<file path="config.mk">
export PLATFORM = sky130hd
export DESIGN_NAME = lpm_ctrl
export DESIGN_NICKNAME = d
export VERILOG_FILES = /design/src/lpm_pkg.sv /design/src/lpm_ctrl.sv
export SDC_FILE = /design/constraint.sdc
export NUM_CORES = 1
export LEC_CHECK = 0
export ABC_CLOCK_PERIOD_IN_PS = 5400
export BUFFER_PORTS_ARGS = -buffer_cell sky130_fd_sc_hd__buf_2
export CAP_MARGIN = 20
export CORE_MARGIN = 1
export CORE_UTILIZATION = 45
export DETAILED_ROUTE_END_ITERATION = 12
export PLACE_DENSITY = 0.68
export SYNTH_ARGS = -nofsm -noshare
export SYNTH_HDL_FRONTEND = slang
export SYNTH_SLANG_ARGS = --single-unit
</file>
<file path="constraint.sdc">
create_clock -name clk_in -period 5.4 [get_ports clk_in]
set_input_delay 1.08 -clock clk_in [delete_from_list [all_inputs] [get_ports clk_in]]
set_output_delay 1.08 -clock clk_in [all_outputs]
set_load 0.005 [all_outputs]
</file>
<file path="src/lpm_pkg.sv">
package lpm_pkg;

    // ------------------------------------------------------------
    // Register map (byte addresses)
    // ------------------------------------------------------------
    localparam logic [7:0]  ADDR_CTRL = 8'h00;
    localparam logic [7:0]  ADDR_FREQ = 8'h04;
    localparam logic [7:0]  ADDR_STAT = 8'h08;
    localparam logic [7:0]  ADDR_WAKE = 8'h0C;

    // Control field positions
    localparam int          CTRL_MODE_LSB = 0;
    localparam int          CTRL_RTC_KEEP = 3;
    localparam int          CTRL_RANGE_LSB = 4;
    localparam int          CTRL_EXT_SLOW = 6;
    localparam int          CTRL_INT_SLOW = 7;
    localparam int          CTRL_PLL = 8;
    localparam int          CTRL_INT_FAST = 9;
    localparam int          CTRL_EXT_FAST = 10;
    localparam int          CTRL_MULTI = 11;
    localparam logic [11:0] CTRL_RST = 12'h820;
    // Status field positions
    localparam int          STAT_WS = 3;
    localparam int          STAT_CAPPED = 4;
    localparam int          STAT_STEP_ERR = 5;
    localparam int          STAT_LPRUN_ERR = 6;
    localparam int          STAT_GUARD = 7;

    // Mode request codes
    localparam logic [2:0]  MODE_RUN = 3'h0;
    localparam logic [2:0]  MODE_SLEEP = 3'h1;
    localparam logic [2:0]  MODE_LPRUN = 3'h2;
    localparam logic [2:0]  MODE_LPSLEEP = 3'h3;
    localparam logic [2:0]  MODE_STOP = 3'h4;
    localparam logic [2:0]  MODE_STBY = 3'h5;

    // ------------------------------------------------------------
    // Frequency limits in kHz
    // ------------------------------------------------------------
    localparam logic [15:0] FREQ_RST = 16'h0800;
    localparam logic [15:0] FMAX_R1 = 16'h7D00;
    localparam logic [15:0] FMAX_R2 = 16'h3E80;
    localparam logic [15:0] FMAX_R3 = 16'h1068;
    localparam logic [15:0] FWS_R1 = 16'h3E80;
    localparam logic [15:0] FWS_R2 = 16'h1F40;
    localparam logic [15:0] FMAX_LPRUN = 16'h0083;

    // ------------------------------------------------------------
    // Timing
    // ------------------------------------------------------------
    localparam int          CLK_NS = 4;
    localparam int          T_STOP_WAKE_NS = 3500;
    localparam int          T_FSTEP_NS = 5000;
    localparam int          T_STBY_EXIT_NS = 60000;
    localparam int          SYNC_LAT = 3;
    localparam int          STOP_WAKE_CYC = T_STOP_WAKE_NS / CLK_NS;
    localparam int          FSTEP_CYC = (T_FSTEP_NS + CLK_NS - 1) / CLK_NS;
    localparam int          STBY_EXIT_CYC = T_STBY_EXIT_NS / CLK_NS;

    // ------------------------------------------------------------
    // Carriers
    // ------------------------------------------------------------
    typedef struct packed {
        logic [15:0] gpio;
        logic        voltage_detector;
        logic        comp1;
        logic        comp2;
        logic [4:0]  rtc;
        logic [2:0]  serial;
        logic        low_power_timer;
    } lpm_wake_src_t;

    typedef struct packed {
        logic pll;
        logic multispeed_osc;
        logic multispeed_low;
        logic internal_fast_osc;
        logic external_fast_osc;
        logic external_slow_osc;
        logic internal_slow_osc;
    } lpm_osc_en_t;

    typedef struct packed {
        logic        cpu_clk_en;
        logic        core_clk_en;
        logic        regulator_lp;
        logic        regulator_off;
        logic        retain;
        logic        flash_ws;
        lpm_osc_en_t osc;
    } lpm_pwr_t;

endpackage

</file>
<file path="src/lpm_ctrl.sv">
`timescale 1ns/100ps
module lpm_ctrl
    import lpm_pkg::*;
#(
    parameter int STBY_EXIT = STBY_EXIT_CYC
)(
    input  wire logic          clk_in,
    input  wire logic          rstn_in,
    input  wire logic [7:0]    s_axi_awaddr,
    input  wire logic          s_axi_awvalid,
    output logic               s_axi_awready,
    input  wire logic [31:0]   s_axi_wdata,
    input  wire logic [3:0]    s_axi_wstrb,
    input  wire logic          s_axi_wvalid,
    output logic               s_axi_wready,
    output logic [1:0]         s_axi_bresp,
    output logic               s_axi_bvalid,
    input  wire logic          s_axi_bready,
    input  wire logic [7:0]    s_axi_araddr,
    input  wire logic          s_axi_arvalid,
    output logic               s_axi_arready,
    output logic [31:0]        s_axi_rdata,
    output logic [1:0]         s_axi_rresp,
    output logic               s_axi_rvalid,
    input  wire logic          s_axi_rready,
    input  wire logic          cpu_halt_ready_in,
    input  wire lpm_wake_src_t wake_src_in,
    input  wire logic          periph_irq_in,
    input  wire logic          vref_on_in,
    input  wire logic [2:0]    wake_pin_in,
    input  wire logic          external_reset_pin_n_in,
    input  wire logic          independent_watchdog_rst_in,
    input  wire logic          independent_watchdog_run_in,
    input  wire logic          fast_osc_req_in,
    output lpm_pwr_t           pwr_out,
    output logic [15:0]        cpu_freq_khz_out,
    output logic               cpu_wake_out,
    output logic               core_reset_out
);

    typedef enum logic [2:0] {ST_RUN, ST_LPRUN, ST_SLEEP, ST_LPSLEEP, ST_STOP, ST_STBY, ST_WAKE} lpm_state_t;

    function automatic logic [15:0] cap_of(input logic [1:0] rng);
        cap_of = (rng == 2'h1) ? FMAX_R1 : (rng == 2'h2) ? FMAX_R2 : FMAX_R3;
    endfunction

    function automatic logic ws_of(input logic [1:0] rng, input logic [15:0] f);
        ws_of = (rng == 2'h1) ? (f > FWS_R1) : (rng == 2'h2) ? (f > FWS_R2) : 1'b0;
    endfunction

    // ------------------------------------------------------------
    // Input synchronisers
    // ------------------------------------------------------------
    localparam int NS = $bits(lpm_wake_src_t) + 9;
    logic [NS-1:0] raw, meta_q, sync_q;
    assign raw = {wake_src_in, periph_irq_in, vref_on_in, wake_pin_in, external_reset_pin_n_in,
                  independent_watchdog_rst_in, independent_watchdog_run_in, fast_osc_req_in};

    always_ff @(posedge clk_in)
    begin
        meta_q <= raw;
        sync_q <= meta_q;
    end

    lpm_wake_src_t ws;
    logic          irq_s, vref_s, rstn_pin_s, wdg_rst_s, wdg_run_s, fast_req_s;
    logic [2:0]    pin_s, pin_prev_q;
    assign {ws, irq_s, vref_s, pin_s, rstn_pin_s, wdg_rst_s, wdg_run_s, fast_req_s} = sync_q;

    // ------------------------------------------------------------
    // Registers and state
    // ------------------------------------------------------------
    lpm_state_t  state_q, state_d;
    logic [11:0] ctrl_q;
    logic [15:0] freq_q;
    logic [8:0]  wake_q;
    logic        step_err_q, lprun_err_q, stby_exit_q, cpu_wake_q;
    logic [15:0] guard_q, cnt_q;
    lpm_pwr_t    pwr_d, pwr_q;

    wire [2:0]  mode_req = ctrl_q[CTRL_MODE_LSB +: 3];
    wire        rtc_keep = ctrl_q[CTRL_RTC_KEEP];
    wire [1:0]  range = ctrl_q[CTRL_RANGE_LSB +: 2];
    wire [15:0] f_cap = cap_of(range);
    wire        capped = freq_q > f_cap;
    wire [15:0] f_eff = capped ? f_cap : freq_q;

    // ------------------------------------------------------------
    // Wake source decode
    // ------------------------------------------------------------
    wire       comp_w = ws.comp1 | (ws.comp2 & vref_s);
    wire       ser_w = |ws.serial | ws.low_power_timer;
    wire       rtc_w = |ws.rtc;
    wire       deep = state_q inside {ST_STOP, ST_STBY, ST_WAKE};
    wire [2:0] pin_rise = pin_s & ~pin_prev_q;
    wire       ext_interrupt_line_w = |ws.gpio | ws.voltage_detector | comp_w | ser_w;
    wire       stop_w = ext_interrupt_line_w | (rtc_keep & rtc_w);
    wire       sleep_w = irq_s | ext_interrupt_line_w | rtc_w;
    wire       stby_w = ~rstn_pin_s | |pin_rise | (rtc_keep & (wdg_rst_s | rtc_w));
    wire [8:0] src = {wdg_rst_s, ~rstn_pin_s, |pin_rise, ser_w, rtc_w & (rtc_keep | !deep), comp_w,
                      ws.voltage_detector, |ws.gpio, irq_s};
    wire       halting = (mode_req == MODE_SLEEP) | (mode_req == MODE_LPSLEEP) |
                         (mode_req == MODE_STOP) | (mode_req == MODE_STBY);
    wire       lprun_ok = freq_q <= FMAX_LPRUN;

    // ------------------------------------------------------------
    // Mode state machine
    // ------------------------------------------------------------
    always_comb
    begin
        state_d = state_q;
        case (state_q)
            ST_RUN, ST_LPRUN:
            begin
                if (halting && cpu_halt_ready_in)
                begin
                    case (mode_req)
                        MODE_SLEEP:   state_d = ST_SLEEP;
                        MODE_LPSLEEP: state_d = ST_LPSLEEP;
                        MODE_STOP:    state_d = ST_STOP;
                        default:      state_d = ST_STBY;
                    endcase
                end
                else if (mode_req == MODE_LPRUN && lprun_ok)
                    state_d = ST_LPRUN;
                else if (mode_req == MODE_RUN)
                    state_d = ST_RUN;
            end
            ST_SLEEP, ST_LPSLEEP:
                if (sleep_w)
                    state_d = ST_RUN;
            ST_STOP:
                if (stop_w)
                    state_d = ST_WAKE;
            ST_STBY:
                if (stby_w)
                    state_d = ST_WAKE;
            ST_WAKE:
                if (cnt_q == 16'h0000)
                    state_d = ST_RUN;
            default: state_d = ST_RUN;
        endcase
    end

    wire leave_halt = (state_q inside {ST_SLEEP, ST_LPSLEEP, ST_STOP, ST_STBY}) && state_d != state_q;
    wire stby_leave = state_q == ST_STBY && state_d == ST_WAKE;

    always_ff @(posedge clk_in)
    begin
        if (!rstn_in)
        begin
            state_q <= ST_RUN;
            cnt_q <= 16'h0000;
            stby_exit_q <= 1'b0;
            cpu_wake_q <= 1'b0;
            pin_prev_q <= 3'h0;
        end
        else
        begin
            state_q <= state_d;
            pin_prev_q <= pin_s;
            cpu_wake_q <= (state_q == ST_WAKE && cnt_q == 16'h0000) ||
                          ((state_q == ST_SLEEP || state_q == ST_LPSLEEP) && sleep_w);
            if (state_q == ST_STOP && stop_w)
                cnt_q <= 16'(STOP_WAKE_CYC - SYNC_LAT - 2);
            else if (stby_leave)
                cnt_q <= 16'(STBY_EXIT - SYNC_LAT - 2);
            else if (cnt_q != 16'h0000)
                cnt_q <= cnt_q - 16'h0001;
            if (stby_leave)
                stby_exit_q <= 1'b1;
            else if (state_d == ST_RUN)
                stby_exit_q <= 1'b0;
        end
    end

    // ------------------------------------------------------------
    // Power, clock and oscillator outputs
    // ------------------------------------------------------------
    always_comb
    begin
        pwr_d = '0;
        pwr_d.cpu_clk_en = state_q inside {ST_RUN, ST_LPRUN};
        pwr_d.core_clk_en = !deep;
        pwr_d.retain = !(state_q == ST_STBY || stby_exit_q);
        pwr_d.flash_ws = ws_of(range, f_eff);
        pwr_d.regulator_off = state_q == ST_STBY;
        pwr_d.regulator_lp = state_q inside {ST_LPRUN, ST_LPSLEEP, ST_STOP};
        // Slow sources follow software across Stop and Standby unless the no-clock variant was chosen; wdg_run_s also holds internal_slow_osc on
        pwr_d.osc.external_slow_osc = ctrl_q[CTRL_EXT_SLOW] & (!deep | rtc_keep);
        pwr_d.osc.internal_slow_osc = ctrl_q[CTRL_INT_SLOW] & (!deep | rtc_keep) | wdg_run_s;
        if (state_q inside {ST_LPRUN, ST_LPSLEEP})
        begin
            pwr_d.osc.multispeed_osc = 1'b1;
            pwr_d.osc.multispeed_low = 1'b1;
        end
        else if (deep)
            pwr_d.osc.internal_fast_osc = state_q == ST_STOP && fast_req_s;
        else
        begin
            pwr_d.osc.pll = ctrl_q[CTRL_PLL];
            pwr_d.osc.internal_fast_osc = ctrl_q[CTRL_INT_FAST];
            pwr_d.osc.external_fast_osc = ctrl_q[CTRL_EXT_FAST];
            pwr_d.osc.multispeed_osc = ctrl_q[CTRL_MULTI];
        end
    end

    always_ff @(posedge clk_in)
    begin
        if (!rstn_in)
            pwr_q <= '0;
        else
            pwr_q <= pwr_d;
    end

    assign pwr_out = pwr_q;
    assign cpu_freq_khz_out = f_eff;
    assign cpu_wake_out = cpu_wake_q;
    assign core_reset_out = stby_exit_q;

    // ------------------------------------------------------------
    // AXI4-Lite slave
    // ------------------------------------------------------------
    logic        aw_q, w_q, bvalid_q, rvalid_q;
    logic [7:0]  awaddr_q;
    logic [31:0] wdata_q, rdata_q;
    logic [3:0]  wstrb_q;
    logic [1:0]  bresp_q, rresp_q;

    wire wr_fire = aw_q && w_q && !bvalid_q;
    wire [31:0] wmask = {{8{wstrb_q[3]}}, {8{wstrb_q[2]}}, {8{wstrb_q[1]}}, {8{wstrb_q[0]}}};
    wire [31:0] wval = wdata_q & wmask;
    wire wr_ctrl = wr_fire && awaddr_q == ADDR_CTRL;
    wire wr_freq = wr_fire && awaddr_q == ADDR_FREQ;
    wire wr_stat = wr_fire && awaddr_q == ADDR_STAT;
    wire wr_wake = wr_fire && awaddr_q == ADDR_WAKE;
    wire ar_fire = s_axi_arvalid && !rvalid_q;
    wire [15:0] f_new = (freq_q & ~wmask[15:0]) | wval[15:0];
    wire step_ok = {2'b00, f_new} < {freq_q, 2'b00};
    wire f_take = wr_freq && step_ok && guard_q == 16'h0000;

    wire [31:0] stat_v = {24'h0, guard_q != 16'h0000, lprun_err_q, step_err_q, capped, pwr_q.flash_ws,
                          pwr_q.cpu_clk_en ? (state_q == ST_LPRUN ? MODE_LPRUN : MODE_RUN) : mode_req};
    wire mapped_r = s_axi_araddr inside {ADDR_CTRL, ADDR_FREQ, ADDR_STAT, ADDR_WAKE};
    wire [31:0] rd_v = (s_axi_araddr == ADDR_CTRL) ? {20'h0, ctrl_q} :
                       (s_axi_araddr == ADDR_FREQ) ? {16'h0, freq_q} :
                       (s_axi_araddr == ADDR_STAT) ? stat_v :
                       (s_axi_araddr == ADDR_WAKE) ? {23'h0, wake_q} : 32'h0000_0000;

    assign s_axi_awready = !aw_q && !bvalid_q;
    assign s_axi_wready = !w_q && !bvalid_q;
    assign s_axi_arready = !rvalid_q;
    assign s_axi_bvalid = bvalid_q;
    assign s_axi_bresp = bresp_q;
    assign s_axi_rvalid = rvalid_q;
    assign s_axi_rdata = rdata_q;
    assign s_axi_rresp = rresp_q;

    always_ff @(posedge clk_in)
    begin
        if (!rstn_in)
        begin
            {aw_q, w_q, bvalid_q, rvalid_q} <= 4'h0;
            awaddr_q <= 8'h00;
            wdata_q <= 32'h0000_0000;
            wstrb_q <= 4'h0;
            {bresp_q, rresp_q} <= 4'h0;
            rdata_q <= 32'h0000_0000;
        end
        else
        begin
            if (s_axi_awvalid && s_axi_awready)
            begin
                aw_q <= 1'b1;
                awaddr_q <= s_axi_awaddr;
            end
            if (s_axi_wvalid && s_axi_wready)
            begin
                w_q <= 1'b1;
                wdata_q <= s_axi_wdata;
                wstrb_q <= s_axi_wstrb;
            end
            if (wr_fire)
            begin
                {aw_q, w_q} <= 2'b00;
                bvalid_q <= 1'b1;
                bresp_q <= (wr_ctrl | wr_freq | wr_stat | wr_wake) ? 2'b00 : 2'b10;
            end
            else if (s_axi_bready)
                bvalid_q <= 1'b0;
            if (ar_fire)
            begin
                rvalid_q <= 1'b1;
                rdata_q <= rd_v;
                rresp_q <= mapped_r ? 2'b00 : 2'b10;
            end
            else if (s_axi_rready)
                rvalid_q <= 1'b0;
        end
    end

    // ------------------------------------------------------------
    // Software registers
    // ------------------------------------------------------------
    always_ff @(posedge clk_in)
    begin
        if (!rstn_in)
        begin
            ctrl_q <= CTRL_RST;
            freq_q <= FREQ_RST;
            guard_q <= 16'h0000;
            {step_err_q, lprun_err_q} <= 2'b00;
            wake_q <= 9'h000;
        end
        else
        begin
            // Wake record is standby circuitry and survives the core reset; set wins over clear
            wake_q <= (wake_q & ~(wr_wake ? wval[8:0] : 9'h000)) | (leave_halt ? src : 9'h000);
            if (stby_exit_q)
            begin
                ctrl_q <= CTRL_RST;
                freq_q <= FREQ_RST;
                guard_q <= 16'h0000;
                {step_err_q, lprun_err_q} <= 2'b00;
            end
            else
            begin
                if (wr_ctrl)
                    ctrl_q <= (ctrl_q & ~wmask[11:0]) | wval[11:0];
                else if (leave_halt)
                    ctrl_q[CTRL_MODE_LSB +: 3] <= MODE_RUN;
                if (f_take)
                begin
                    freq_q <= f_new;
                    guard_q <= 16'(FSTEP_CYC - 1);
                end
                else if (guard_q != 16'h0000)
                    guard_q <= guard_q - 16'h0001;
                step_err_q <= (wr_freq && !f_take) |
                              (step_err_q & ~(wr_stat & wval[STAT_STEP_ERR]));
                lprun_err_q <= (state_q == ST_RUN && mode_req == MODE_LPRUN && !lprun_ok) |
                               (lprun_err_q & ~(wr_stat & wval[STAT_LPRUN_ERR]));
            end
        end
    end

endmodule // lpm_ctrl

</file>
==> impl_metrics.py, run 1 <==
metrics = {
    "detailed_routing": {
        "via_per_inst": 5.41,
        "met3_length_um": 1880,
        "drt.antenna.violating_nets": 0,
        "wl_met1_um": 10100,
        "wl_met2_um": 9530,
        "drt-initial-drc-count": 530,
        "detail_route.wirelength_um": 22100,
        "top_layer": "met5",
        "drcViolationCount": 0,
        "via_count": 7536,
        "drt_pass1_iterations": 8,
        "wl_per_cell_um": 15.9,
    },
    "logic_synthesis": {
        "synthXorXnorAreaFrac": 0.0188,
        "yosys.area_share.simple": 0.203,
        "synth.top_cells.by_area": "dfxtp_1 (48%), nand2_1 (6.2%), a21oi_1 (4.5%)",
        "synth-edff-count": 0,
        "synth_top_family_by_area": "simple AND/OR/NAND/NOR gates",
        "synth_top_area_frac": 0.484,
        "synth_cell_types": 73,
        "synthMuxAreaShare": 0.0276,
        "synth_seq_area_share": 0.484,
        "avgSynthCellArea_sq_um": 8.89,
        "synthesis.area_sq_mm": 0.00885,
        "yosys.area.top_type": "dfxtp_1",
        "synthArstFlopShare": 0,
        "ys.flop_type": "dfxtp_1",
        "synth-compound-area-share": 0.170,
        "yosys_register_bits": 214,
        "synth_fa_ha_area_frac": 0.0438,
        "synthCells": 995,
        "synth_warnings": 0,
    },
    "setup_path": {
        "crit_type": "flop to output port",
        "end_kind": "output port",
        "crit_end": "cpu_freq_khz_out[5]",
        "cp_top_family": "compound AO/OA/AOI/OAI gates",
        "path_common_cell": "a21o_1",
        "cp.required_ns": 4.32,
        "crit_chain": "inv_1 -> ha_1 -> inv_1 -> ha_1 -> a21o_1 -> a221o_1 -> a2bb2oi_1 -> a21o_1 -> buf_4 -> nor2_1 -> a21o_1 -> buf_2",
        "critPathLaunchType": "flop",
        "rr_endpoint": "freq_q[9]",
        "critical_path_arrival_ns": 3.54,
        "path_depth": 12,
        "cp_num_buf_inv": 4,
        "max_stage_delay_ns": 0.40,
        "r2r_slack_ns": 1.75,
        "r2r_cells": 10,
        "worst-path-max-fanout": 14,
        "r2r-start": "wstrb_q[1]",
        "slowest_stage": "dfxtp_1",
    },
    "timing": {
        "setup_viol": 0,
        "report.final.slew_viol_count": 0,
        "period_share": 0.855,
        "max_slew.worst_pin.slew_ns": 0.782,
        "fin_tns_setup_ns": 0,
        "layout_min_cycle_time_ns": 4.62,
        "slew_headroom": 0.478,
        "fmax_mhz": 217,
        "rsz0062_at_grt": "false",
        "final_hold_viol_count": 0,
        "finalClockSkew_ns": 0.0135,
    },
    "hold_path": {
        "hold_class": "flop to flop",
        "hp-start": "meta_q[8]",
    },
    "layout": {
        "area_growth_pct": 17.8,
        "seqCellArea_sq_mm": 0.00428,
        "num-nets-final": 1244,
        "drive_gt1_frac": 0.169,
        "utilization": 0.550,
        "fill_cells": 1722,
        "multi_input_area_sq_mm": 0.00417,
    },
    "die": {
        "initial_core_util": 0.467,
        "placementRows": 50,
        "fp.dieArea_sq_mm": 0.0202,
        "die_w_um": 142,
        "design.core.area_sq_mm": 0.0190,
        "die_y_um": 142,
        "io_pins": 169,
    },
    "pwr": {
        "vdd_drop_max_uv": 344,
        "p_per_area_mw_per_mm2": 394,
        "p_leak_nw": 4.36,
    },
    "clocking": {
        "postCtsSetupRepairBufs": 0,
        "tritoncts": "yes",
        "clk_pin_slew_worst_paths_ns": 0.07,
        "worstSkewPairLatency_ns": 0.52,
        "cts_sinks": 214,
        "cts_root_buf": "clkbuf_16",
        "cts_resized": 0,
        "htreeDepth": 1,
        "numCtsBuffers": 23,
        "cts_max_path_buffers": 3,
        "ctsHoldBuffers": 0,
    },
    "global_routing": {
        "antenna_found_initial": 2,
        "globalRouteOverflowTotal": 0,
        "first_global_vias": 6766,
        "globalRouteTotalUtil": 0.220,
        "grt_pass1_wl_um": 35400,
        "grt_max_degree": 33,
    },
    "job": {
        "drv_cap": 0,
    },
    "place": {
        "dp_hpwl_um": 15700,
        "place_congestion": 0.922,
        "portBuffers": 131,
    },
    "run_status": {
        "status": "completed",
    },
}
==> metrics by stage <==
step	power, mW	hold WS, ns	instance area, sq um	instances	setup slack [ns]
4_1_cts	4.13	0.322	10400	1392	0.762
3_5_place_dp	2.55	0.312	9650	1351	1.32
5_1_grt	4.30	0.328	10400	1393	0.560
2_1_floorplan	2.40	0.310	8910	1013	1.69
6_report	4.10	0.313	10400	1393	0.782
3_3_place_gp	2.54	0.310	9650	1351	1.36
==> logic make-up (layout without fill, tap and decap cells) <==
logic type	count (synthesis)	in the layout
adders and majority gates	31	31
xor gates and xnor gates	19	19
other	1	20
AOI/OAI and AO/OA	228	228
muxes	24	24
and+or+nand+nor	376	376
DFF	214	214
buffers and inverters	102	221
==> registers in the layout (all words and copies together), names as in the netlist, 2 cells and up, named ones only <==
register	cells
awaddr_q	8
cnt_q	16
ctrl_q	3
freq_q	14
guard_q	16
meta_q	37
pin_prev_q	3
pwr_out	13
s_axi_rdata	16
state_q	3
sync_q	37
wake_q	9
wdata_q	16
wstrb_q	2
==> how the worst min path moves through the flow <==
stage               slack [ns]  cells past startpoint          to
floorplan                 0.31                      0   sync_q[0]
global placement          0.31                      0   sync_q[4]
detailed placement        0.31                      0  sync_q[29]
CTS                       0.32                      0   sync_q[8]
global route              0.33                      0  sync_q[34]
finish                    0.31                      0   sync_q[8]
==> final cells by class <==
cell class | count | share of cell area
clock inverter | 14 | 0.0144
multi-input combinational | 697 | 0.400
sequential | 214 | 0.411
tap | 260 | 0.0312
clock buffer | 27 | 0.0595
antenna | 1 | 0.000240
timing repair buffer | 139 | 0.0687
inverter | 41 | 0.0148
==> power by group <==
group	total, mW	internal, mW	switching [mW]
logic	0.691	0.304	0.386
clock network	1.57	0.928	0.646
registers	1.84	1.72	0.115
total	4.10	2.95	1.15
==> cells in the final DEF, fill, tap and decap left out, drive strengths merged, types with 5 or more instances in the layout <==
master,netlist,final
mux2i,21,21
a211oi,10,10
buf,29,139
a22oi,13,13
nor2,68,68
clkinv,1,8
nand2b,12,12
nand2,146,146
a21o,11,11
ha,31,31
nor4,19,19
xnor2,18,18
o31a,6,6
or4,7,7
a21oi,80,80
and3,12,12
dfxtp,214,214
o21ai,42,42
a31o,5,5
nor3,35,35
o31ai,10,10
a31oi,8,8
o21a,5,5
inv,40,42
clkbuf,32,27
and2,14,14
nor2b,10,10
conb,1,19
or3,7,7
nand4,8,8
a2111oi,5,5
nand3,24,24
==> synth_stat cells, types with 13 or more instances <==
| master | count |
|---|---|
| dfxtp_1 | 214 |
| nand2_1 | 146 |
| a21oi_1 | 80 |
| nor2_1 | 68 |
| inv_1 | 40 |
| o21ai_0 | 40 |
| nor3_1 | 35 |
| clkbuf_1 | 32 |
| ha_1 | 31 |
| nand3_1 | 24 |
| buf_4 | 21 |
| mux2i_1 | 21 |
| nor4_1 | 18 |
| xnor2_1 | 18 |
| and2_1 | 13 |
==> per-layer routing <==
metal	GRT usage	vias to the layer above
li1	-	3724
met1	0.311	3462
met2	0.334	300
met3	0.0464	48
met4	0.0719	2
met5	0	-
Power figures use the tool's default switching activity.
==> run 2: changes to the inputs <==
REMOVE_ABC_BUFFERS = 1   (was default)
==> run 2 against run 1 <==
Net effect:
- core utilization hardly changed
- power increased by 0.27%
- die area unchanged
- routed wire length is 1.7% lower
- sequential power barely moved
- hold slack gained 0.011 ns
- clock skew decreased by 0.0049 ns
- maximum frequency is 1.8% higher
- setup slack improved by 0.082 ns
- global-route usage shrank 0.67 points
==> impl_metrics.py, run 2 (synthesis results as in run 1) <==
metrics = {
    "run_status": {
        "status": "completed",
    },
    "setup_path": {
        "worst-path-max-fanout": 16,
        "crit_type": "flop to output port",
        "critical_path_arrival_ns": 3.46,
        "end_kind": "output port",
        "path_common_cell": "a21o_1",
        "slowest_stage": "dfxtp_1",
        "crit_chain": "inv_1 -> ha_1 -> inv_1 -> ha_1 -> a21o_1 -> a221o_1 -> a2bb2oi_1 -> a21o_1 -> buf_4 -> nor2_1 -> a21o_1 -> buf_2",
        "cp_num_buf_inv": 4,
        "cp_top_family": "compound AO/OA/AOI/OAI gates",
        "cp.required_ns": 4.32,
        "critPathLaunchType": "flop",
        "max_stage_delay_ns": 0.38,
    },
    "detailed_routing": {
        "detail_route.wirelength_um": 21800,
        "via_count": 7478,
        "via_per_inst": 5.38,
        "wl_per_cell_um": 15.6,
        "drt-initial-drc-count": 470,
        "drt_pass1_iterations": 5,
        "drt.antenna.violating_nets": 0,
        "drcViolationCount": 0,
    },
    "place": {
        "dp_hpwl_um": 15700,
        "placed_cells": 1349,
        "place_congestion": 0.865,
        "dpl_cell_area_sq_mm": 0.00963,
        "portBuffers": 131,
        "place_ws_ns": 1.42,
    },
    "timing": {
        "fmax_mhz": 220,
        "layout_min_cycle_time_ns": 4.54,
        "setup_ws_ns": 0.864,
        "final_hold_viol_count": 0,
        "report.final.slew_viol_count": 0,
        "period_share": 0.840,
        "fin_tns_setup_ns": 0,
        "finalClockSkew_ns": 0.00859,
        "max_slew.worst_pin.slew_ns": 0.802,
        "setup_viol": 0,
        "rsz0062_at_grt": "false",
        "slew_headroom": 0.461,
        "hold_ws_ns": 0.324,
    },
    "layout": {
        "utilization": 0.549,
        "layout_commonest_cell": "dfxtp_1",
        "fin_area_sq_mm": 0.0104,
        "top_regs": "meta_q (37), sync_q (37)",
        "num-nets-final": 1242,
        "drive_gt1_frac": 0.169,
        "layout_common_cells": "dfxtp_1 (214), nand2_1 (146), buf_2 (131), a21oi_1 (80), nor2_1 (68)",
        "final_cells": 1391,
        "num_antenna_cells": 0,
        "area_growth_pct": 17.7,
    },
    "clocking": {
        "worstSkewPairLatency_ns": 0.51,
        "cts_root_buf": "clkbuf_16",
        "cts_sinks": 214,
        "cts_resized": 0,
        "ctsHoldBuffers": 0,
        "htreeDepth": 1,
        "numCtsBuffers": 23,
        "tritoncts": "yes",
        "clk_pin_slew_worst_paths_ns": 0.06,
        "cts_max_path_buffers": 3,
        "postCtsSetupRepairBufs": 0,
    },
    "global_routing": {
        "grt_max_degree": 35,
        "globalRouteOverflowTotal": 0,
        "grt_pass1_wl_um": 34400,
        "antenna_found_initial": 0,
        "first_global_vias": 6699,
        "globalRouteTotalUtil": 0.213,
    },
    "die": {
        "placementRows": 50,
        "io_pins": 169,
        "design.core.area_sq_mm": 0.0190,
        "die_w_um": 142,
        "fp.dieArea_sq_mm": 0.0202,
        "die_y_um": 142,
        "initial_core_util": 0.467,
    },
    "job": {
        "drv_cap": 0,
    },
    "pwr": {
        "p_per_area_mw_per_mm2": 395,
        "p_leak_nw": 4.36,
        "power_mw": 4.11,
        "vdd_drop_max_uv": 309,
    },
    "hold_path": {
        "hold_class": "flop to flop",
    },
}
[run 2: power by group]
group	leakage [nW]	total, mW	switching [mW]	internal, mW
clock network	0.385	1.59	0.652	0.933
registers	1.77	1.84	0.117	1.72
logic	2.21	0.689	0.385	0.304
total	4.36	4.11	1.15	2.96
[run 2: final cells by class]
class | instances | area, sq um
flip-flops and latches | 214 | 4280
fillers | 1751 | 8540
clock inverters | 15 | 160
repair buffers | 137 | 701
inverters | 41 | 154
clock buffers | 27 | 621
multi-input cells | 697 | 4170
well taps | 260 | 325
[run 2: worst reg2reg max path: stages (launching register included)]
cell and delay [ns]:
dfxtp_1 0.78, o21ai_0 0.28, ha_1 0.35, a21o_1 0.16, a21o_1 0.17, a21o_1 0.17, a21oi_1 0.22, o2111ai_1 0.30
nor3_2 0.54, buf_4 0.36, mux2i_1 0.23
[run 2: worst paths after layout]
kind / endpoint / cells past startpoint / slack, ns / start
setup / recovery: cpu_freq_khz_out[3] / 12 / 0.86 / flop
hold / removal: sync_q[22] / 0 / 0.32 / meta_q[22]
setup reg to reg: freq_q[8] / 10 / 1.76 / wstrb_q[1]
hold reg to reg: sync_q[22] / 0 / 0.32 / meta_q[22]
[run 2: metal layers]
metal,global-route usage,vias to the layer above,routed length [um]
li1,-,3720,-
met1,0.298,3470,10200
met2,0.336,258,9480
met3,0.0414,30,1740
met4,0.0549,0,308
met5,0,-,0
==> run 3: changes to the inputs <==
ABC_CLOCK_PERIOD_IN_PS = 3920   (was 5400)
PLACE_DENSITY = 0.71   (was 0.68)
clock period = 3.92 ns   (was 5.4 ns; I/O delays follow)
==> run 3 against run 2 <==
Net effect:
- hold slack hardly changed
- clock power rose by 26%
- flip-flop and latch count did not move
- combinational power up 39%
- global-route usage increased by 0.28 points
- critical path type unchanged
==> impl_metrics.py, run 3 (synthesis results as in run 1) <==
metrics = {
    "run_status": {
        "status": "completed",
    },
    "clocking": {
        "numCtsBuffers": 22,
        "worstSkewPairLatency_ns": 0.50,
        "clk_pin_slew_worst_paths_ns": 0.06,
        "cts_max_path_buffers": 3,
        "htreeDepth": 1,
        "tritoncts": "yes",
        "cts_sinks": 214,
        "cts_root_buf": "clkbuf_16",
        "ctsHoldBuffers": 0,
    },
    "place": {
        "portBuffers": 131,
        "dp_hpwl_um": 16000,
        "place_congestion": 0.872,
    },
    "pwr": {
        "netSwitchingPower_mw": 1.56,
        "vdd_drop_max_uv": 434,
        "swShare": 0.285,
        "power.internal_mw": 3.93,
        "comb_power_share": 0.175,
        "pwr-share-clk": 0.364,
        "p_leak_nw": 4.38,
        "p_per_area_mw_per_mm2": 523,
        "seqPwrFrac": 0.461,
    },
    "layout": {
        "top_regs": "meta_q (37), sync_q (37)",
        "layout_common_cells": "dfxtp_1 (213), nand2_1 (146), buf_2 (131), a21oi_1 (80), nor2_1 (67)",
        "fill_cells": 1744,
        "seqCellArea_sq_mm": 0.00429,
        "layout_commonest_cell": "dfxtp_1",
        "num-nets-final": 1257,
        "area_growth_pct": 18.7,
        "multi_input_area_sq_mm": 0.00421,
        "drive_gt1_frac": 0.183,
    },
    "job": {
        "drv_cap": 0,
    },
    "setup_path": {
        "r2r_slack_ns": 0.59,
        "crit_type": "flop to output port",
        "rr_endpoint": "freq_q[13]",
        "critPathLaunchType": "flop",
        "worst-path-max-fanout": 6,
        "crit_end": "cpu_freq_khz_out[14]",
        "r2r_cells": 10,
        "end_kind": "output port",
        "r2r-start": "wstrb_q[1]",
        "cp.required_ns": 3.14,
        "critical_path_arrival_ns": 3.04,
    },
    "global_routing": {
        "first_global_vias": 6836,
        "globalRouteTotalUtil": 0.216,
        "grt_max_degree": 42,
        "grt_use_met2": 0.332,
        "grt_pass1_wl_um": 35000,
        "globalRouteOverflowTotal": 0,
        "met1_usage": 0.306,
        "antenna_found_initial": 3,
        "grt.busiest_layer": "met2",
        "groute.layer.met3.usage": 0.0417,
    },
    "timing": {
        "final_hold_viol_count": 0,
        "max_slew.worst_pin.slew_ns": 0.800,
        "period_share": 0.975,
        "finalClockSkew_ns": 0.0124,
        "hold_ws_ns": 0.324,
        "slew_headroom": 0.466,
        "fin_tns_setup_ns": 0,
        "rsz0062_at_grt": "false",
        "fmax_mhz": 262,
        "setup_viol": 0,
        "layout_min_cycle_time_ns": 3.82,
        "report.final.slew_viol_count": 0,
    },
    "detailed_routing": {
        "drt-initial-drc-count": 506,
        "via_per_inst": 5.37,
        "drt.antenna.violating_nets": 0,
        "wl_per_cell_um": 15.7,
        "via_count": 7551,
        "detail_route.wirelength_um": 22100,
        "drt_pass1_iterations": 5,
        "drcViolationCount": 0,
    },
    "die": {
        "io_pins": 169,
        "design.core.area_sq_mm": 0.0190,
        "die_w_um": 142,
        "die_y_um": 142,
        "initial_core_util": 0.467,
        "fp.dieArea_sq_mm": 0.0202,
        "placementRows": 50,
    },
    "hold_path": {
        "worst_hold_path.num_cells": 0,
        "hold_class": "flop to flop",
    },
}
[run 3: cell count changes in the layout (fill, tap and decap cells not counted), moves of 2 or more]
cell,delta
buf_4,+15
clkbuf_1,+2
clkbuf_8,-2
clkinvlp_4,+3
diode_2,+2
inv_6,-2
[run 3: how the worst min path moves through the flow]
stage,to,start,slack [ns]
finish,sync_q[36],meta_q[36],0.32
global route,sync_q[14],meta_q[14],0.33
detailed placement,sync_q[25],meta_q[25],0.31
global placement,sync_q[1],meta_q[1],0.31
floorplan,sync_q[0],meta_q[0],0.31
CTS,sync_q[36],meta_q[36],0.32
[run 3: power groups by stage]
stage | clock [mW] | sequential, mW | combinational (mW)
floorplan | 0 | 2.53 | 0.730
global placement | 0 | 2.57 | 0.933
detailed placement | 0 | 2.58 | 0.956
CTS | 2.03 | 2.53 | 0.965
global route | 2.13 | 2.56 | 1.10
finish | 2.00 | 2.53 | 0.961
[run 3: layer usage]
| layer | share of wire | vias to the layer above |
|---|---|---|
| li1 | - | 3750 |
| met4 | 0.022 | 2 |
| met1 | 0.46 | 3480 |
| met2 | 0.44 | 280 |
| met5 | 0.00036 | - |
| met3 | 0.076 | 39 |
[run 3: metrics by stage]
stage / std cells / total power [mW] / cell area [sq um] / utilization / setup slack [ns]
after floorplan: 952 / 3.26 / 8600 / - / 0.00589
after global placement: 1355 / 3.50 / 9680 / 0.511 / 0.374
after detailed placement: 1355 / 3.53 / 9680 / 0.511 / 0.320
after CTS: 1398 / 5.53 / 10400 / 0.550 / 0.0319
after global routing: 1405 / 5.78 / 10500 / 0.554 / 0.0145
final: 1407 / 5.49 / 10500 / 0.554 / 0.0962
[run 3: repair_timing]
item,CTS,global route
endpoints found under the setup margin,13,11
buffers inserted,3,7
gates resized for setup,5,5
cloned,0,0
pin swaps,0,2
[run 3: cell type report]
| cell class | count | share of cell area |
|---|---|---|
| sequential | 214 | 0.408 |
| multi-input combinational | 697 | 0.401 |
| timing repair buffer | 153 | 0.0785 |
| clock buffer | 26 | 0.0548 |
| tap | 260 | 0.0310 |
| inverter | 41 | 0.0147 |
| clock inverter | 14 | 0.0117 |
| antenna | 2 | 0.000477 |
[run 3: worst max-delay path, cell delays in order (launching register included)]
cell and delay, ns:
dfxtp_2 0.36, inv_1 0.08, ha_4 0.28, inv_2 0.06, ha_1 0.29, a21o_1 0.18
a221o_1 0.35, a2bb2oi_2 0.16, a21o_1 0.23, buf_4 0.14, buf_4 0.13, nand2_1 0.05
o21ai_0 0.08, buf_2 0.14
